--- config.mk ---
export PLATFORM = sky130hd
export DESIGN_NAME = wdt_control
export DESIGN_NICKNAME = d
export VERILOG_FILES = /design/src/wdt_pkg.sv /design/src/wdt_cfg_if.sv /design/src/wdt_control.sv /design/src/wdt_timer_core.sv
export SDC_FILE = /design/constraint.sdc
export NUM_CORES = 1
export LEC_CHECK = 0
export ABC_AREA = 1
export BUFFER_PORTS_ARGS = -buffer_cell sky130_fd_sc_hd__buf_2
export CAP_MARGIN = 20
export CORE_ASPECT_RATIO = 0.8
export CORE_MARGIN = 2
export CORE_UTILIZATION = 55
export DETAILED_ROUTE_END_ITERATION = 8
export MAX_ROUTING_LAYER = met4
export PLACE_DENSITY_LB_ADDON = 0.2
export REMOVE_ABC_BUFFERS = 1
export SYNTH_ARGS = -nofsm -noshare
export SYNTH_HDL_FRONTEND = slang
export SYNTH_HIERARCHICAL = 1
export SYNTH_SLANG_ARGS = --single-unit
--- constraint.sdc ---
create_clock -name hclk -period 3.3 [get_ports hclk]
set_input_delay 0.33 -clock hclk [delete_from_list [all_inputs] [get_ports hclk]]
set_output_delay 0.33 -clock hclk [all_outputs]
set_load 0.1 [all_outputs]
--- src/wdt_pkg.sv ---
// Constants, register map and types of the windowed watchdog control block.
package wdt_pkg;
  // **********************************************
  // Timing
  // **********************************************
  localparam int unsigned HCLK_HZ = 125_000_000;
  localparam int unsigned WDT_CLK_HZ = 1024;
  localparam int unsigned TICK_DIV = HCLK_HZ / WDT_CLK_HZ;
  localparam int unsigned SYNC_TICKS = 2;
  localparam int unsigned CNT_W = 14;
  // **********************************************
  // Register indices; byte address is four times the index
  // **********************************************
  localparam logic [7:0] IDX_CONTROL = 8'h00;
  localparam logic [7:0] IDX_STATUS = 8'h01;
  localparam logic [7:0] IDX_IRQ_STATUS = 8'h02;
  localparam logic [7:0] IDX_IRQ_CLEAR = 8'h03;
  localparam logic [7:0] IDX_IRQ_ENABLE = 8'h04;
  // **********************************************
  // Fields
  // **********************************************
  localparam int unsigned WINDOW_LSB = 4;
  localparam int unsigned PERIOD_LSB = 0;
  localparam int unsigned CODE_W = 4;
  localparam int unsigned LOCK_BIT = 7;
  localparam int unsigned BUSY_BIT = 0;
  localparam int unsigned EV_TIMEOUT = 0;
  localparam int unsigned EV_SYNC_DONE = 1;
  localparam int unsigned EV_W = 2;
  localparam logic [7:0] STATUS_RESET = 8'h00;
  localparam logic [3:0] CODE_OFF = 4'h0;
  localparam logic [3:0] CODE_MAX = 4'hb;
  localparam logic [1:0] HTRANS_NONSEQ = 2'h2;
  typedef enum logic [1:0] {ST_OFF, ST_NORMAL, ST_CLOSED, ST_OPEN} wdt_state_e;
endpackage : wdt_pkg

--- src/wdt_cfg_if.sv ---
// Link between the register side and the watchdog timer core.
`timescale 1ns/10ps
interface wdt_cfg_if;
  import wdt_pkg::*;
  logic [3:0] window_code;
  logic [3:0] period_code;
  logic tick;
  logic clear_pulse;
  logic cfg_update;
  logic timeout;
  modport ctrl (output window_code, period_code, tick, clear_pulse, cfg_update, input timeout);
  modport core (input window_code, period_code, tick, clear_pulse, cfg_update, output timeout);
endinterface : wdt_cfg_if

--- src/wdt_control.sv ---
// Windowed watchdog control: AHB-Lite registers, lock, protection and domain transfer.
// What this block does
// - Nonzero window code enables closed window
// - Nonzero period code enables watchdog timeout
// - Window mode uses period as open window
// - Lock makes the control register read-only
// - Lock only set; clear only in debug
// - Fuse with nonzero period sets lock
// - Busy flag covers transfer of control write
// - Lock write needs the unlock sequence
// - Busy flag is read-only, unprotected
// - Status register: lock bit 7, busy 0
// - Control register: window high, period low
// - Control resets from the fuse value
// - Early or missing clear resets system
//
// Chosen here: register access over AHB-Lite.
`timescale 1ns/10ps
module wdt_control #(
  parameter int unsigned TICK_DIV = wdt_pkg::TICK_DIV
) (
  input wire logic hclk,
  input wire logic hresetn,
  input wire logic hsel,
  input wire logic [31:0] haddr,
  input wire logic [1:0] htrans,
  input wire logic hwrite,
  input wire logic [2:0] hsize,
  input wire logic [31:0] hwdata,
  input wire logic hready,
  output logic hreadyout,
  output logic hresp,
  output logic [31:0] hrdata,
  input wire logic [7:0] watchdog_fuse_config,
  input wire logic config_change_protect,
  input wire logic debug_mode,
  input wire logic watchdog_clear_instr,
  output logic system_reset_req,
  output logic irq
);
  import wdt_pkg::*;

  // A divider of one leaves the tick pulse no idle cycle around it; the check asks for at least four.
  if (TICK_DIV < 4) begin : g_tick_div_check
    $error("TICK_DIV must be at least 4");
  end

  wdt_cfg_if cfg ();

  logic fuse_done;
  logic [7:0] watchdog_control;
  logic lock;
  logic sync_pending_flag;
  logic [1:0] sync_count;
  logic [31:0] tick_count;
  logic clear_req;
  logic dp_write;
  logic [7:0] dp_index;
  logic addr_ok;
  logic [7:0] a_index;
  logic wr_ctrl;
  logic wr_status;
  logic [EV_W-1:0] irq_status;
  logic [EV_W-1:0] irq_enable;
  logic [EV_W-1:0] events;
  logic [7:0] status_value;
  logic [31:0] next_rdata;

  // **********************************************
  // Bus slave
  // **********************************************
  assign a_index = haddr[9:2];
  assign addr_ok = hsel && hready && (htrans == HTRANS_NONSEQ);

  always_ff @(posedge hclk or negedge hresetn) begin
    if (!hresetn) begin
      dp_write <= 1'b0;
      dp_index <= 8'h00;
      hreadyout <= 1'b0;
      hresp <= 1'b0;
    end else begin
      hreadyout <= 1'b1;
      hresp <= 1'b0;
      dp_write <= addr_ok && hwrite;
      dp_index <= a_index;
    end
  end

  assign status_value = {lock, 6'h00, sync_pending_flag};

  always_comb begin
    next_rdata = 32'h0000_0000;
    unique case (a_index)
      IDX_CONTROL: next_rdata = {24'h00_0000, watchdog_control};
      IDX_STATUS: next_rdata = {24'h00_0000, status_value};
      IDX_IRQ_STATUS: next_rdata = {30'h0000_0000, irq_status};
      IDX_IRQ_ENABLE: next_rdata = {30'h0000_0000, irq_enable};
      default: next_rdata = 32'h0000_0000;
    endcase
  end

  always_ff @(posedge hclk or negedge hresetn) begin
    if (!hresetn) begin
      hrdata <= 32'h0000_0000;
    end else if (addr_ok && !hwrite) begin
      hrdata <= next_rdata;
    end
  end

  assign wr_ctrl = dp_write && (dp_index == IDX_CONTROL);
  assign wr_status = dp_write && (dp_index == IDX_STATUS);

  // **********************************************
  // Control register and lock
  // **********************************************
  always_ff @(posedge hclk or negedge hresetn) begin
    if (!hresetn) begin
      fuse_done <= 1'b0;
      watchdog_control <= 8'h00;
      lock <= STATUS_RESET[LOCK_BIT];
    end else if (!fuse_done) begin
      fuse_done <= 1'b1;
      watchdog_control <= watchdog_fuse_config;
      lock <= (watchdog_fuse_config[PERIOD_LSB +: CODE_W] != CODE_OFF);
    end else begin
      if (wr_ctrl && config_change_protect && !lock) begin
        watchdog_control <= hwdata[7:0];
      end
      if (wr_status && config_change_protect) begin
        if (hwdata[LOCK_BIT]) begin
          lock <= 1'b1;
        end else if (debug_mode) begin
          lock <= 1'b0;
        end
      end
    end
  end

  // **********************************************
  // Watchdog tick and domain transfer
  // **********************************************
  always_ff @(posedge hclk or negedge hresetn) begin
    if (!hresetn) begin
      tick_count <= 32'h0000_0000;
      cfg.tick <= 1'b0;
    end else if (tick_count >= TICK_DIV - 1) begin
      tick_count <= 32'h0000_0000;
      cfg.tick <= 1'b1;
    end else begin
      tick_count <= tick_count + 32'h0000_0001;
      cfg.tick <= 1'b0;
    end
  end

  // Busy covers the fuse load and every accepted control write until two ticks pass.
  always_ff @(posedge hclk or negedge hresetn) begin
    if (!hresetn) begin
      sync_pending_flag <= 1'b0;
      sync_count <= 2'h0;
      cfg.cfg_update <= 1'b0;
      cfg.window_code <= CODE_OFF;
      cfg.period_code <= CODE_OFF;
    end else begin
      cfg.cfg_update <= 1'b0;
      if (!fuse_done || (wr_ctrl && config_change_protect && !lock)) begin
        sync_pending_flag <= 1'b1;
        sync_count <= 2'h0;
      end else if (sync_pending_flag && cfg.tick) begin
        if (sync_count == 2'(SYNC_TICKS - 1)) begin
          sync_pending_flag <= 1'b0;
          cfg.cfg_update <= 1'b1;
          cfg.window_code <= watchdog_control[WINDOW_LSB +: CODE_W];
          cfg.period_code <= watchdog_control[PERIOD_LSB +: CODE_W];
        end else begin
          sync_count <= sync_count + 2'h1;
        end
      end
    end
  end

  // A clear instruction is held until the next watchdog tick consumes it.
  always_ff @(posedge hclk or negedge hresetn) begin
    if (!hresetn) begin
      clear_req <= 1'b0;
    end else if (watchdog_clear_instr) begin
      clear_req <= 1'b1;
    end else if (cfg.tick) begin
      clear_req <= 1'b0;
    end
  end

  assign cfg.clear_pulse = clear_req && cfg.tick;

  wdt_timer_core u_core (
    .hclk(hclk),
    .hresetn(hresetn),
    .cfg(cfg)
  );

  // **********************************************
  // System reset request and interrupts
  // **********************************************
  always_ff @(posedge hclk or negedge hresetn) begin
    if (!hresetn) begin
      system_reset_req <= 1'b0;
    end else if (cfg.timeout) begin
      system_reset_req <= 1'b1;
    end
  end

  assign events = {cfg.cfg_update, cfg.timeout};

  always_ff @(posedge hclk or negedge hresetn) begin
    if (!hresetn) begin
      irq_status <= '0;
      irq_enable <= '0;
    end else begin
      irq_status <= (irq_status & ~((dp_write && dp_index == IDX_IRQ_CLEAR) ?
                    hwdata[EV_W-1:0] : '0)) | events;
      if (dp_write && dp_index == IDX_IRQ_ENABLE) begin
        irq_enable <= hwdata[EV_W-1:0];
      end
    end
  end

  always_ff @(posedge hclk or negedge hresetn) begin
    if (!hresetn) begin
      irq <= 1'b0;
    end else begin
      irq <= |(irq_status & irq_enable);
    end
  end
endmodule : wdt_control

--- src/wdt_timer_core.sv ---
// Timeout counter and window state machine running on watchdog ticks.
`timescale 1ns/10ps
module wdt_timer_core (
  input wire logic hclk,
  input wire logic hresetn,
  wdt_cfg_if.core cfg
);
  import wdt_pkg::*;

  wdt_state_e state;
  logic [CNT_W-1:0] count;
  logic [CNT_W-1:0] window_len;
  logic [CNT_W-1:0] period_len;

  // Code n selects 2^(n+2) ticks; reserved codes fall back to the longest span.
  function automatic logic [CNT_W-1:0] span(input logic [3:0] code);
    logic [CNT_W-1:0] s;
    s = {{(CNT_W-1){1'b0}}, 1'b1};
    if (code > CODE_MAX) begin
      s = s << (CODE_MAX + 4'h2);
    end else begin
      s = s << (code + 4'h2);
    end
    return s;
  endfunction : span

  assign window_len = span(cfg.window_code);
  assign period_len = span(cfg.period_code);

  // **********************************************
  // Window state machine
  // **********************************************
  always_ff @(posedge hclk or negedge hresetn) begin
    if (!hresetn) begin
      state <= ST_OFF;
      count <= '0;
      cfg.timeout <= 1'b0;
    end else begin
      cfg.timeout <= 1'b0;
      if (cfg.cfg_update) begin
        count <= '0;
        // A fresh window setting starts with an open period until the first clear.
        state <= (cfg.period_code == CODE_OFF) ? ST_OFF : ST_NORMAL;
      end else if (cfg.tick) begin
        unique case (state)
          ST_OFF: begin
            count <= '0;
          end
          ST_NORMAL, ST_OPEN: begin
            if (cfg.clear_pulse) begin
              count <= '0;
              state <= (cfg.window_code != CODE_OFF) ? ST_CLOSED : ST_NORMAL;
            end else if (count + 1'b1 >= period_len) begin
              cfg.timeout <= 1'b1;
              count <= '0;
            end else begin
              count <= count + 1'b1;
            end
          end
          ST_CLOSED: begin
            if (cfg.clear_pulse) begin
              cfg.timeout <= 1'b1;
              count <= '0;
            end else if (count + 1'b1 >= window_len) begin
              count <= '0;
              state <= ST_OPEN;
            end else begin
              count <= count + 1'b1;
            end
          end
        endcase
      end
    end
  end
endmodule : wdt_timer_core

==> results.md, run 1 <==
- Of the total synthesized cell area, the portion taken by XOR and XNOR cells is 0.0352.
- The worst hold path belongs to the class in2reg.
- The HPWL after detailed placement is around 8900 um.
- The critical path data required time is between 3000 and 4000 ps.
- The average wire per cell in the routed design is ~12 um.
- The routed layout has slightly below 5,000 vias.
- around 120 I/O pins were placed.
- The maximum clock skew at final layout is between 6 and 7 ps.
- The count of buffers added by post-CTS timing repair for setup is 0.
- For the worst-skew pair, the clock arrives at the later sink with an insertion delay of approximately 350 ps.
- The total overflow reported by the global router is 0.
- The repair_antennas step left the layout with diodes totalling 0.
- Of the total synthesized cell area, the portion taken by AND, OR, NAND and NOR gates is 0.323.
- STA classifies the critical path startpoint as a register.
- The largest net degree at the start of global routing is 41.
- The biggest fanout along the worst timing path is 14.
- In this run, synthesis produced a sequential element count of between 90 and 100.
- Dividing the synthesized area by the synthesized cell count gives slightly below 8 um^2.
- Traced cell by cell, the critical path runs through ha_1, nor3_1, nand2_1, ha_1, nand2_1, inv_1, o21ai_0, o21ai_0, nor2_1, o21ai_0, nand2_1, nand3_1, nand2_1, nand3_2, nand2_4, nand3_1, nand2_1.
- The TritonCTS clock tree is built.
- The number of buffers and inverters on the critical path is 1.
- The effective utilization at floorplan is 0.560.
- The final period demand of the worst path is between 2000 and 3000 ps.
- In the layout the commonest cells are sky130_fd_sc_hd__nand2_1 (206), sky130_fd_sc_hd__dfrtp_1 (95), sky130_fd_sc_hd__inv_1 (81).
- Measured against the total synthesized area, the mux share comes to 0.00176.
- Among cell families on the critical path, the largest total delay comes from simple AND/OR/NAND/NOR gates.
- The power per unit of standard cell area is approximately 640 mW/mm^2.
- The proportion of layout cells with a drive suffix above 1 is 0.128.
- The global placement routability congestion is slightly above 0.9.
- The final setup TNS is 0 ps.
- The number of pins with negative max-slew slack in the final report is 0.
- Counting along the longest clock path gives a buffer depth of 2.
- The global-route wire length before repair is approximately 20,000 um.
- For the pin with the worst max-slew slack, the measured transition is roughly 1000 ps.
- The number of instances in the synthesized netlist is between 700 and 800.
- For this run, design rule violations remaining after detail routing come to 0.
- The layout-stage area growth over the synthesis result is 11.5%.
- On the critical path, the stage with the largest delay is an instance of sky130_fd_sc_hd__dfrtp_1.
- The classification of the worst setup path is reg2reg.
- For this run, the register share of the synthesized area comes to 0.422.
- The largest single stage delay on the critical path is about 460 ps.
- Static timing analysis puts the maximum clock frequency at roughly 340 MHz.
- The level count of the clock H-tree is 3.
- The TritonCTS sink count is 96.
- The total power is ~4.0 mW.
- Setup violations remaining at the end of the flow were counted as 0.
- In the global route stage, overall resource usage came out at 0.227.
- The number of buffers created by CTS is 9.
- The initial antenna violation count came to 0.
- The Yosys step of the flow raised 6 warnings.
- The maximum ir drop on the vdd rail is 0.000466 V.
- The synthesized netlist contains 42 unique library cells.
- The share of the clock period used by the worst path is 0.893.
- The mapped netlist covers roughly 0.0057 mm^2.
- Max-cap violations in this run came to 0.
- The overall die height is 95.0 um.
- The site row count is 33.
- The via-per-instance ratio is 5.10.
- The most common cell after layout, fill and taps aside is sky130_fd_sc_hd__nand2_1.
- The dominant combinational cell family by area after synthesis is simple AND/OR/NAND/NOR gates.
- Buffers placed on the I/O ports in this run total 44.
- The number of search-and-repair iterations in the first detailed-routing pass is 5.
- The routed wire length is ~12,000 um.
- The worst endpoint data arrival time is between 3000 and 4000 ps.
- The worst setup path is captured at a register.
- The run finished with clean final reports.
- The cell with the most instances on the worst path is sky130_fd_sc_hd__nand2_1.
- Setup repair after global routing left no endpoint under its margin.
- Of the total synthesized cell area, the portion taken by full adders, half adders and majority gates is 0.0704.
- The share of the synthesized area in compound gates (AO/OA/AOI/OAI) is 0.0482.
- The cell at the root of the clock tree is sky130_fd_sc_hd__clkbuf_16.
- The width of the chip is ~120 um.
- The die area is 0.0112 mm^2.
- At the end of the flow, the number of nets in the layout was 915.
- The final-report hold violation count was 0.
- In this run the tightest slew margin relative to its limit is 0.345.
- Once detail routing completed, the nets flagged for antenna violations numbered 0.
- In this run, the number of DRC markers left after iteration 0 of detailed routing was ~310.
- The clock-pin slew of the registers on the worst-case setup and hold paths is 70 ps.
- The static leakage is 3.34 nW.
- The floorplan step defined a core boundary enclosing slightly above 0.01 mm^2.
- The number of global-route vias before repair is ~4,400.
[worst paths after layout]
check	start	end	slack, ps	cells past startpoint
max reg2reg	cfg.period_code[1]$_DFFE_PN0P_	u_core/count[7]$_DFFE_PN0P_	350	17
min	haddr[7]	dp_index[5]$_DFF_PN0_	100	1
min reg2reg	hrdata[7]$_DFFE_PN0P_	hrdata[7]$_DFFE_PN0P_	470	1
max	cfg.period_code[1]$_DFFE_PN0P_	u_core/count[7]$_DFFE_PN0P_	350	17
max in group asynchronous	hresetn	dp_index[3]$_DFF_PN0_	2040	3
min in group asynchronous	hresetn	tick_count[3]$_DFF_PN0_	500	2
[per-layer routing]
layer	vias to the layer above	share of wire	track usage
met3	18	0.056	0.0417
met4	0	0.016	0.0683
li1	2405	-	-
met5	-	0	-
met2	127	0.45	0.345
met1	2257	0.47	0.314
[worst register-to-register path, cell delays in order, from the launching register on]
cell                      delay (ps)
sky130_fd_sc_hd__dfrtp_1         460
sky130_fd_sc_hd__ha_1            400
sky130_fd_sc_hd__nor3_1          290
sky130_fd_sc_hd__nand2_1         110
sky130_fd_sc_hd__ha_1            300
sky130_fd_sc_hd__nand2_1          70
sky130_fd_sc_hd__inv_1            40
sky130_fd_sc_hd__o21ai_0         120
sky130_fd_sc_hd__o21ai_0         100
sky130_fd_sc_hd__nor2_1          170
sky130_fd_sc_hd__o21ai_0         110
sky130_fd_sc_hd__nand2_1          70
sky130_fd_sc_hd__nand3_1          70
sky130_fd_sc_hd__nand2_1         130
sky130_fd_sc_hd__nand3_2         100
sky130_fd_sc_hd__nand2_4         160
sky130_fd_sc_hd__nand3_1         110
sky130_fd_sc_hd__nand2_1          80
[flip-flops by register name, summed over array words and instances, names as in the netlist, 2 cells and up]
| signal | count |
|---|---|
| tick_count | 32 |
| u_core/count | 14 |
| dp_index | 8 |
| hrdata | 8 |
| watchdog_control | 8 |
| cfg.period_code | 4 |
| cfg.window_code | 4 |
| irq_enable | 2 |
| irq_status | 2 |
| sync_count | 2 |
| u_core/state | 2 |
[cell type report]
type,count,area (um^2)
Clock buffer,9,225
Clock inverter,7,92.6
Fill cell,940,3810
Inverter,87,327
Multi-Input combinational cell,557,2870
Sequential cell,96,2400
Tap cell,140,175
Timing Repair Buffer,47,248
[kinds of logic after synthesis]
group,after synthesis
buffers and inverters,118
multiplexers,1
AO/OA/AOI/OAI,46
other,2
AND/OR/NAND/NOR,415
adder cells (fa/ha/maj),32
flip-flops,96
XOR/XNOR,22
[cells in the mapped netlist]
| master | number | area (um^2) |
|---|---|---|
| sky130_fd_sc_hd__buf_6 | 1 | 11.3 |
| sky130_fd_sc_hd__a211oi_1 | 1 | 7.51 |
| sky130_fd_sc_hd__o21bai_1 | 3 | 22.5 |
| sky130_fd_sc_hd__ha_1 | 32 | 400 |
| sky130_fd_sc_hd__o21ai_0 | 15 | 75.1 |
| sky130_fd_sc_hd__buf_4 | 25 | 188 |
| sky130_fd_sc_hd__a21oi_1 | 14 | 70.1 |
| sky130_fd_sc_hd__nand4_2 | 1 | 12.5 |
| sky130_fd_sc_hd__o21a_1 | 1 | 7.51 |
| sky130_fd_sc_hd__nand4_1 | 15 | 93.8 |
| sky130_fd_sc_hd__clkbuf_1 | 1 | 3.75 |
| sky130_fd_sc_hd__o211ai_1 | 3 | 22.5 |
| sky130_fd_sc_hd__nor2_1 | 79 | 297 |
| sky130_fd_sc_hd__nor2_4 | 3 | 33.8 |
| sky130_fd_sc_hd__a31o_2 | 1 | 8.76 |
| sky130_fd_sc_hd__inv_2 | 4 | 15.0 |
| sky130_fd_sc_hd__a22o_1 | 1 | 8.76 |
| sky130_fd_sc_hd__nor3_2 | 2 | 20.0 |
| sky130_fd_sc_hd__nor2_2 | 10 | 62.6 |
| sky130_fd_sc_hd__xor2_1 | 16 | 140 |
| sky130_fd_sc_hd__or2_2 | 5 | 31.3 |
| sky130_fd_sc_hd__mux2i_1 | 1 | 10.0 |
| sky130_fd_sc_hd__dfrtp_1 | 96 | 2400 |
| sky130_fd_sc_hd__a21oi_2 | 2 | 17.5 |
| sky130_fd_sc_hd__o22ai_1 | 1 | 6.26 |
| sky130_fd_sc_hd__and2_1 | 1 | 6.26 |
| sky130_fd_sc_hd__xnor2_1 | 5 | 43.8 |
| sky130_fd_sc_hd__buf_2 | 3 | 15.0 |
| sky130_fd_sc_hd__inv_1 | 81 | 304 |
| sky130_fd_sc_hd__nand3_1 | 66 | 330 |
| sky130_fd_sc_hd__a21o_1 | 3 | 22.5 |
| sky130_fd_sc_hd__nand2_4 | 2 | 22.5 |
| sky130_fd_sc_hd__o21ai_1 | 1 | 5.00 |
| sky130_fd_sc_hd__conb_1 | 2 | 7.51 |
| sky130_fd_sc_hd__nand2_1 | 206 | 773 |
| sky130_fd_sc_hd__clkinv_1 | 2 | 7.51 |
| sky130_fd_sc_hd__nor3_1 | 12 | 60.1 |
| sky130_fd_sc_hd__nor4_1 | 4 | 25.0 |
| sky130_fd_sc_hd__xor2_2 | 1 | 16.3 |
| sky130_fd_sc_hd__nand3_2 | 3 | 30.0 |
| sky130_fd_sc_hd__buf_8 | 1 | 15.0 |
| sky130_fd_sc_hd__nand2_2 | 6 | 37.5 |
[metrics by stage]
stage                     instances  utilization  cell area, um^2  hold slack, ps  worst slack (ps)
after floorplan                 740            -             5600            34.4               824
after global placement          926        0.592             6020             342               395
after detailed placement        926        0.592             6020             346               334
after CTS                       943        0.625             6340            89.9               302
after global routing            943        0.625             6340            89.3              6.69
final                           943        0.625             6340            98.8               354
[power breakdown]
part           internal (mW)  switching (mW)
combinational          0.457            1.04
clock                  0.611           0.500
sequential              1.30           0.128
total                   2.36            1.67
[repair_timing]
action / CTS / global route
endpoints found under the hold margin: 38 / 0
resized for setup: 0 / 1
hold buffers: 1 / 0
endpoints found under the setup margin: 0 / 6
Note: power is estimated with default switching activity, not from simulation.
==> run 2: changes to the inputs <==
--- a/config.mk
+++ b/config.mk
@@ -13,7 +13,7 @@
 export CORE_UTILIZATION = 55
 export DETAILED_ROUTE_END_ITERATION = 8
 export MAX_ROUTING_LAYER = met4
-export PLACE_DENSITY_LB_ADDON = 0.2
+export PLACE_DENSITY = 0.8
 export REMOVE_ABC_BUFFERS = 1
 export SYNTH_ARGS = -nofsm -noshare
 export SYNTH_HDL_FRONTEND = slang
==> run 2 against run 1 <==
Against the previous run:
- register-to-register slack got worse by 70 ps
- setup slack worse by 72 ps
- clock power down 7%
- count of clock-buffer cells in the layout rose by 1
- combinational power about the same
- highest routed layer unchanged
- maximum frequency fell by 2.4%
- sequential power barely moved
- final cell count is the same
- global-route usage is 0.63 points higher
- routed wire length grew 2.4%
- clock skew increased by 1.8 ps
- worst hold slack lost 12 ps
==> results.md, run 2 (synthesis gave the netlist of run 1 again) <==
- The level count of the clock H-tree is 3 (unchanged).
- From synthesis to final layout, the design area changed by 11.1%.
- The count of hold-fix buffers inserted at cts was 0 (-1).
- The top-level I/O count is 121 (unchanged).
- The TritonCTS sink count was 96 (unchanged).
- In the final layout, the registers with the most flip-flops are tick_count: 32 flops, u_core/count: 14 flops.
- The number of antenna diodes is 0 (unchanged).
- The element type at the critical path end is a register.
- The quantity of I/O buffers inserted on ports came to 44 (unchanged).
- The initial antenna violation count came to 0 (unchanged).
- The top cell types in the final layout, fill and taps aside, are sky130_fd_sc_hd__nand2_1 (206), sky130_fd_sc_hd__dfrtp_1 (96), sky130_fd_sc_hd__inv_1 (81).
- The routed wire length is 12,000 um (+2.4%).
- The via-per-instance ratio is 5.16 (+1.2%).
- Tracing the worst setup path back leads to its startpoint at cfg.window_code[1]$_DFFE_PN0P_.
- The flip-flop count of the largest register, all copies and words added is 32 (unchanged).
- The flow ran to the end, and the final reports show no timing, DRC or antenna violations.
- The insertion delay to the later sink of the worst-skew pair is 350 ps (about the same).
- The kind of path behind the tightest hold check is in2async.
- The register with the most flip-flops in the final layout is tick_count.
- The total overflow reported by the global router is 0 (unchanged).
- The global-route wire length before repair came to 20,300 um (+2.5%).
- The sequential standard cell area is 0.00240 mm^2 (about the same).
- The width of the chip is 118 um (unchanged).
- The average wire per cell in the routed design is 12.8 um (+2.4%).
- The number of search-and-repair iterations in the first detailed-routing pass is 5 (unchanged).
- The biggest fanout along the worst timing path is 14 (unchanged).
- The slew at the pin with the worst max-slew slack is 981 ps (+2.03 ps).
- The clock-pin slew of the registers on the worst-case setup and hold paths was 70 ps (about the same).
- The static leakage is 3.33 nW (-0.30%).
- The number of maximum-capacitance constraint violations is 0 (unchanged).
- The tightest slew margin relative to the limit is 0.344 (-0.00136).
- The maximum ir drop on the vdd rail came to 0.000379 V (-19%).
- The count of unresolved DRC violations after routing is 0 (unchanged).
- The end of the critical path is u_core/count[7]$_DFFE_PN0P_.
- The number of fill cells in the layout is 899 (-4.4%).
- The die area is 0.0112 mm^2 (unchanged).
- The area of the multi-input gates was 0.00287 mm^2 (unchanged).
- The effective utilization at floorplan is 0.560 (unchanged).
- Setup repair after global routing left no endpoint under its margin.
- The number of buffers created by CTS came to 9 (unchanged).
- The global placement routability congestion is 0.867 (-5.2%).
- The worst reg-to-reg path cell count is 16 (-1).
- The overall die height came to 95.0 um (unchanged).
- The nature of the critical path startpoint is a register.
- The via count is 4,867 (+1.2%).
- The HPWL after detailed placement is 9280 um (+3.8%).
- The number of nets with antenna violations after routing is 0 (unchanged).
- The final period demand of the worst path came to 3020 ps (+72.1 ps).
- The maximum clock skew at final layout is 8.53 ps (+1.77 ps).
- The post-cts gate resize count came to 0 (unchanged).
- The TritonCTS clock tree is built.
- The worst endpoint data arrival time was 3290 ps (+60 ps).
- The number of design-rule violations left by the first detailed-router iteration is 353 (+13%).
- The largest net degree at the start of global routing came to 70 (+71%).
- The critical path data required time is 3580 ps (about the same).
- The final standard cell utilization of the core came to 0.622 (-0.00259).
- The final number of setup-violating endpoints is 0 (unchanged).
- The site row count is 33 (unchanged).
- The endpoint identified for the worst register-to-register timing path is u_core/count[7]$_DFFE_PN0P_.
- The final-report hold violation count is 0 (unchanged).
- The final net count is 915 (unchanged).
- The share of the clock period used by the worst path is 0.914 (+0.0219).
- The total core area is 0.0102 mm^2 (unchanged).
- The upper clock frequency limit is 331 MHz (-2.4%).
- The count of buffers added by post-CTS timing repair for setup is 0 (unchanged).
- The startpoint of the worst register-to-register path is cfg.window_code[1]$_DFFE_PN0P_.
- The buffer depth of the longest clock path is 2 (unchanged).
- The proportion of layout cells with a drive suffix above 1 came to 0.128 (unchanged).
- The final setup TNS is 0 ps (unchanged).
- The power per unit of standard cell area is 626 mW/mm^2 (-1.5%).
- The setup slack of the worst register-to-register path was 280 ps (-70 ps).
- The number of global-route vias before repair is 4,550 (+3.0%).
- The cell sitting at the root of the clock tree is a sky130_fd_sc_hd__clkbuf_16.
- The classification of the worst setup path is reg2reg.
- The all-layer global routing usage is 0.234 (+0.00626).
- The number of pins with negative max-slew slack in the final report was 0 (unchanged).
- The most common cell after layout, fill and taps aside is sky130_fd_sc_hd__nand2_1.
==> run 2: cell types whose count changed in the layout (fill, tap and decap cells not counted), sizes merged <==
cell         delta
clkbuf          +1
clkinvlp        +1
bufinv          -1
buf             +1
inv             -1
dlygate4sd3     -1
==> run 2: metrics by stage <==
stage / cell area [um^2] / instances / total power [mW] / hold slack [ps] / setup WS [ps]
final: 6320 / 943 / 3.96 / 86.6 / 282
after floorplan: 5600 / 740 / 2.57 / 34.4 / 824
after global routing: 6320 / 943 / 4.25 / 83.1 / 16.9
after global placement: 6020 / 927 / 2.85 / 446 / 472
after detailed placement: 6020 / 927 / 2.93 / 452 / 346
after CTS: 6320 / 943 / 3.96 / 89.9 / 328
==> run 2: cell type report <==
type,count,share of cell area
clock inverter,6,0.00891
multi-input combinational,557,0.455
timing repair buffer,47,0.0388
sequential,96,0.380
clock buffer,10,0.0378
tap,140,0.0277
inverter,87,0.0517
==> run 2: power by group <==
| group | switching [mW] | leakage [nW] | internal [mW] |
|---|---|---|---|
| logic | 1.05 | 1.98 | 0.462 |
| registers | 0.120 | 1.21 | 1.30 |
| clock network | 0.480 | 0.144 | 0.549 |
==> run 2: worst min path at each step <==
stage / from / end / slack (ps) / cells past startpoint
6_report: hresetn / tick_count[2]$_DFF_PN0_ / 90 / 1
4_1_cts: haddr[8] / dp_index[6]$_DFF_PN0_ / 90 / 1
3_3_place_gp: system_reset_req$_DFFE_PN0P_ / system_reset_req$_DFFE_PN0P_ / 450 / 1
5_1_grt: haddr[4] / dp_index[2]$_DFF_PN0_ / 80 / 1
2_1_floorplan: hresetn / cfg.cfg_update$_DFF_PN0_ / 30 / 0
3_5_place_dp: system_reset_req$_DFFE_PN0P_ / system_reset_req$_DFFE_PN0P_ / 450 / 1
==> run 2: per-layer routing <==
layer | share of wire | track usage
met2 | 0.48 | 0.388
met3 | 0.049 | 0.0465
met5 | 0 | -
met1 | 0.46 | 0.291
met4 | 0.012 | 0.0753
==> run 2: worst max-delay path, stage by stage (launching register included) <==
cell,delay [ps]
sky130_fd_sc_hd__dfrtp_1,440
sky130_fd_sc_hd__ha_1,240
sky130_fd_sc_hd__nand2_1,60
sky130_fd_sc_hd__nand2_1,110
sky130_fd_sc_hd__nor2_1,250
sky130_fd_sc_hd__inv_1,90
sky130_fd_sc_hd__nor2_1,220
sky130_fd_sc_hd__nand3_1,140
sky130_fd_sc_hd__ha_1,320
sky130_fd_sc_hd__a21oi_1,150
sky130_fd_sc_hd__o21a_1,140
sky130_fd_sc_hd__a21oi_1,70
sky130_fd_sc_hd__a21oi_2,230
sky130_fd_sc_hd__nand3_2,130
sky130_fd_sc_hd__nand2_4,170
sky130_fd_sc_hd__nand3_1,100
sky130_fd_sc_hd__nand2_1,90
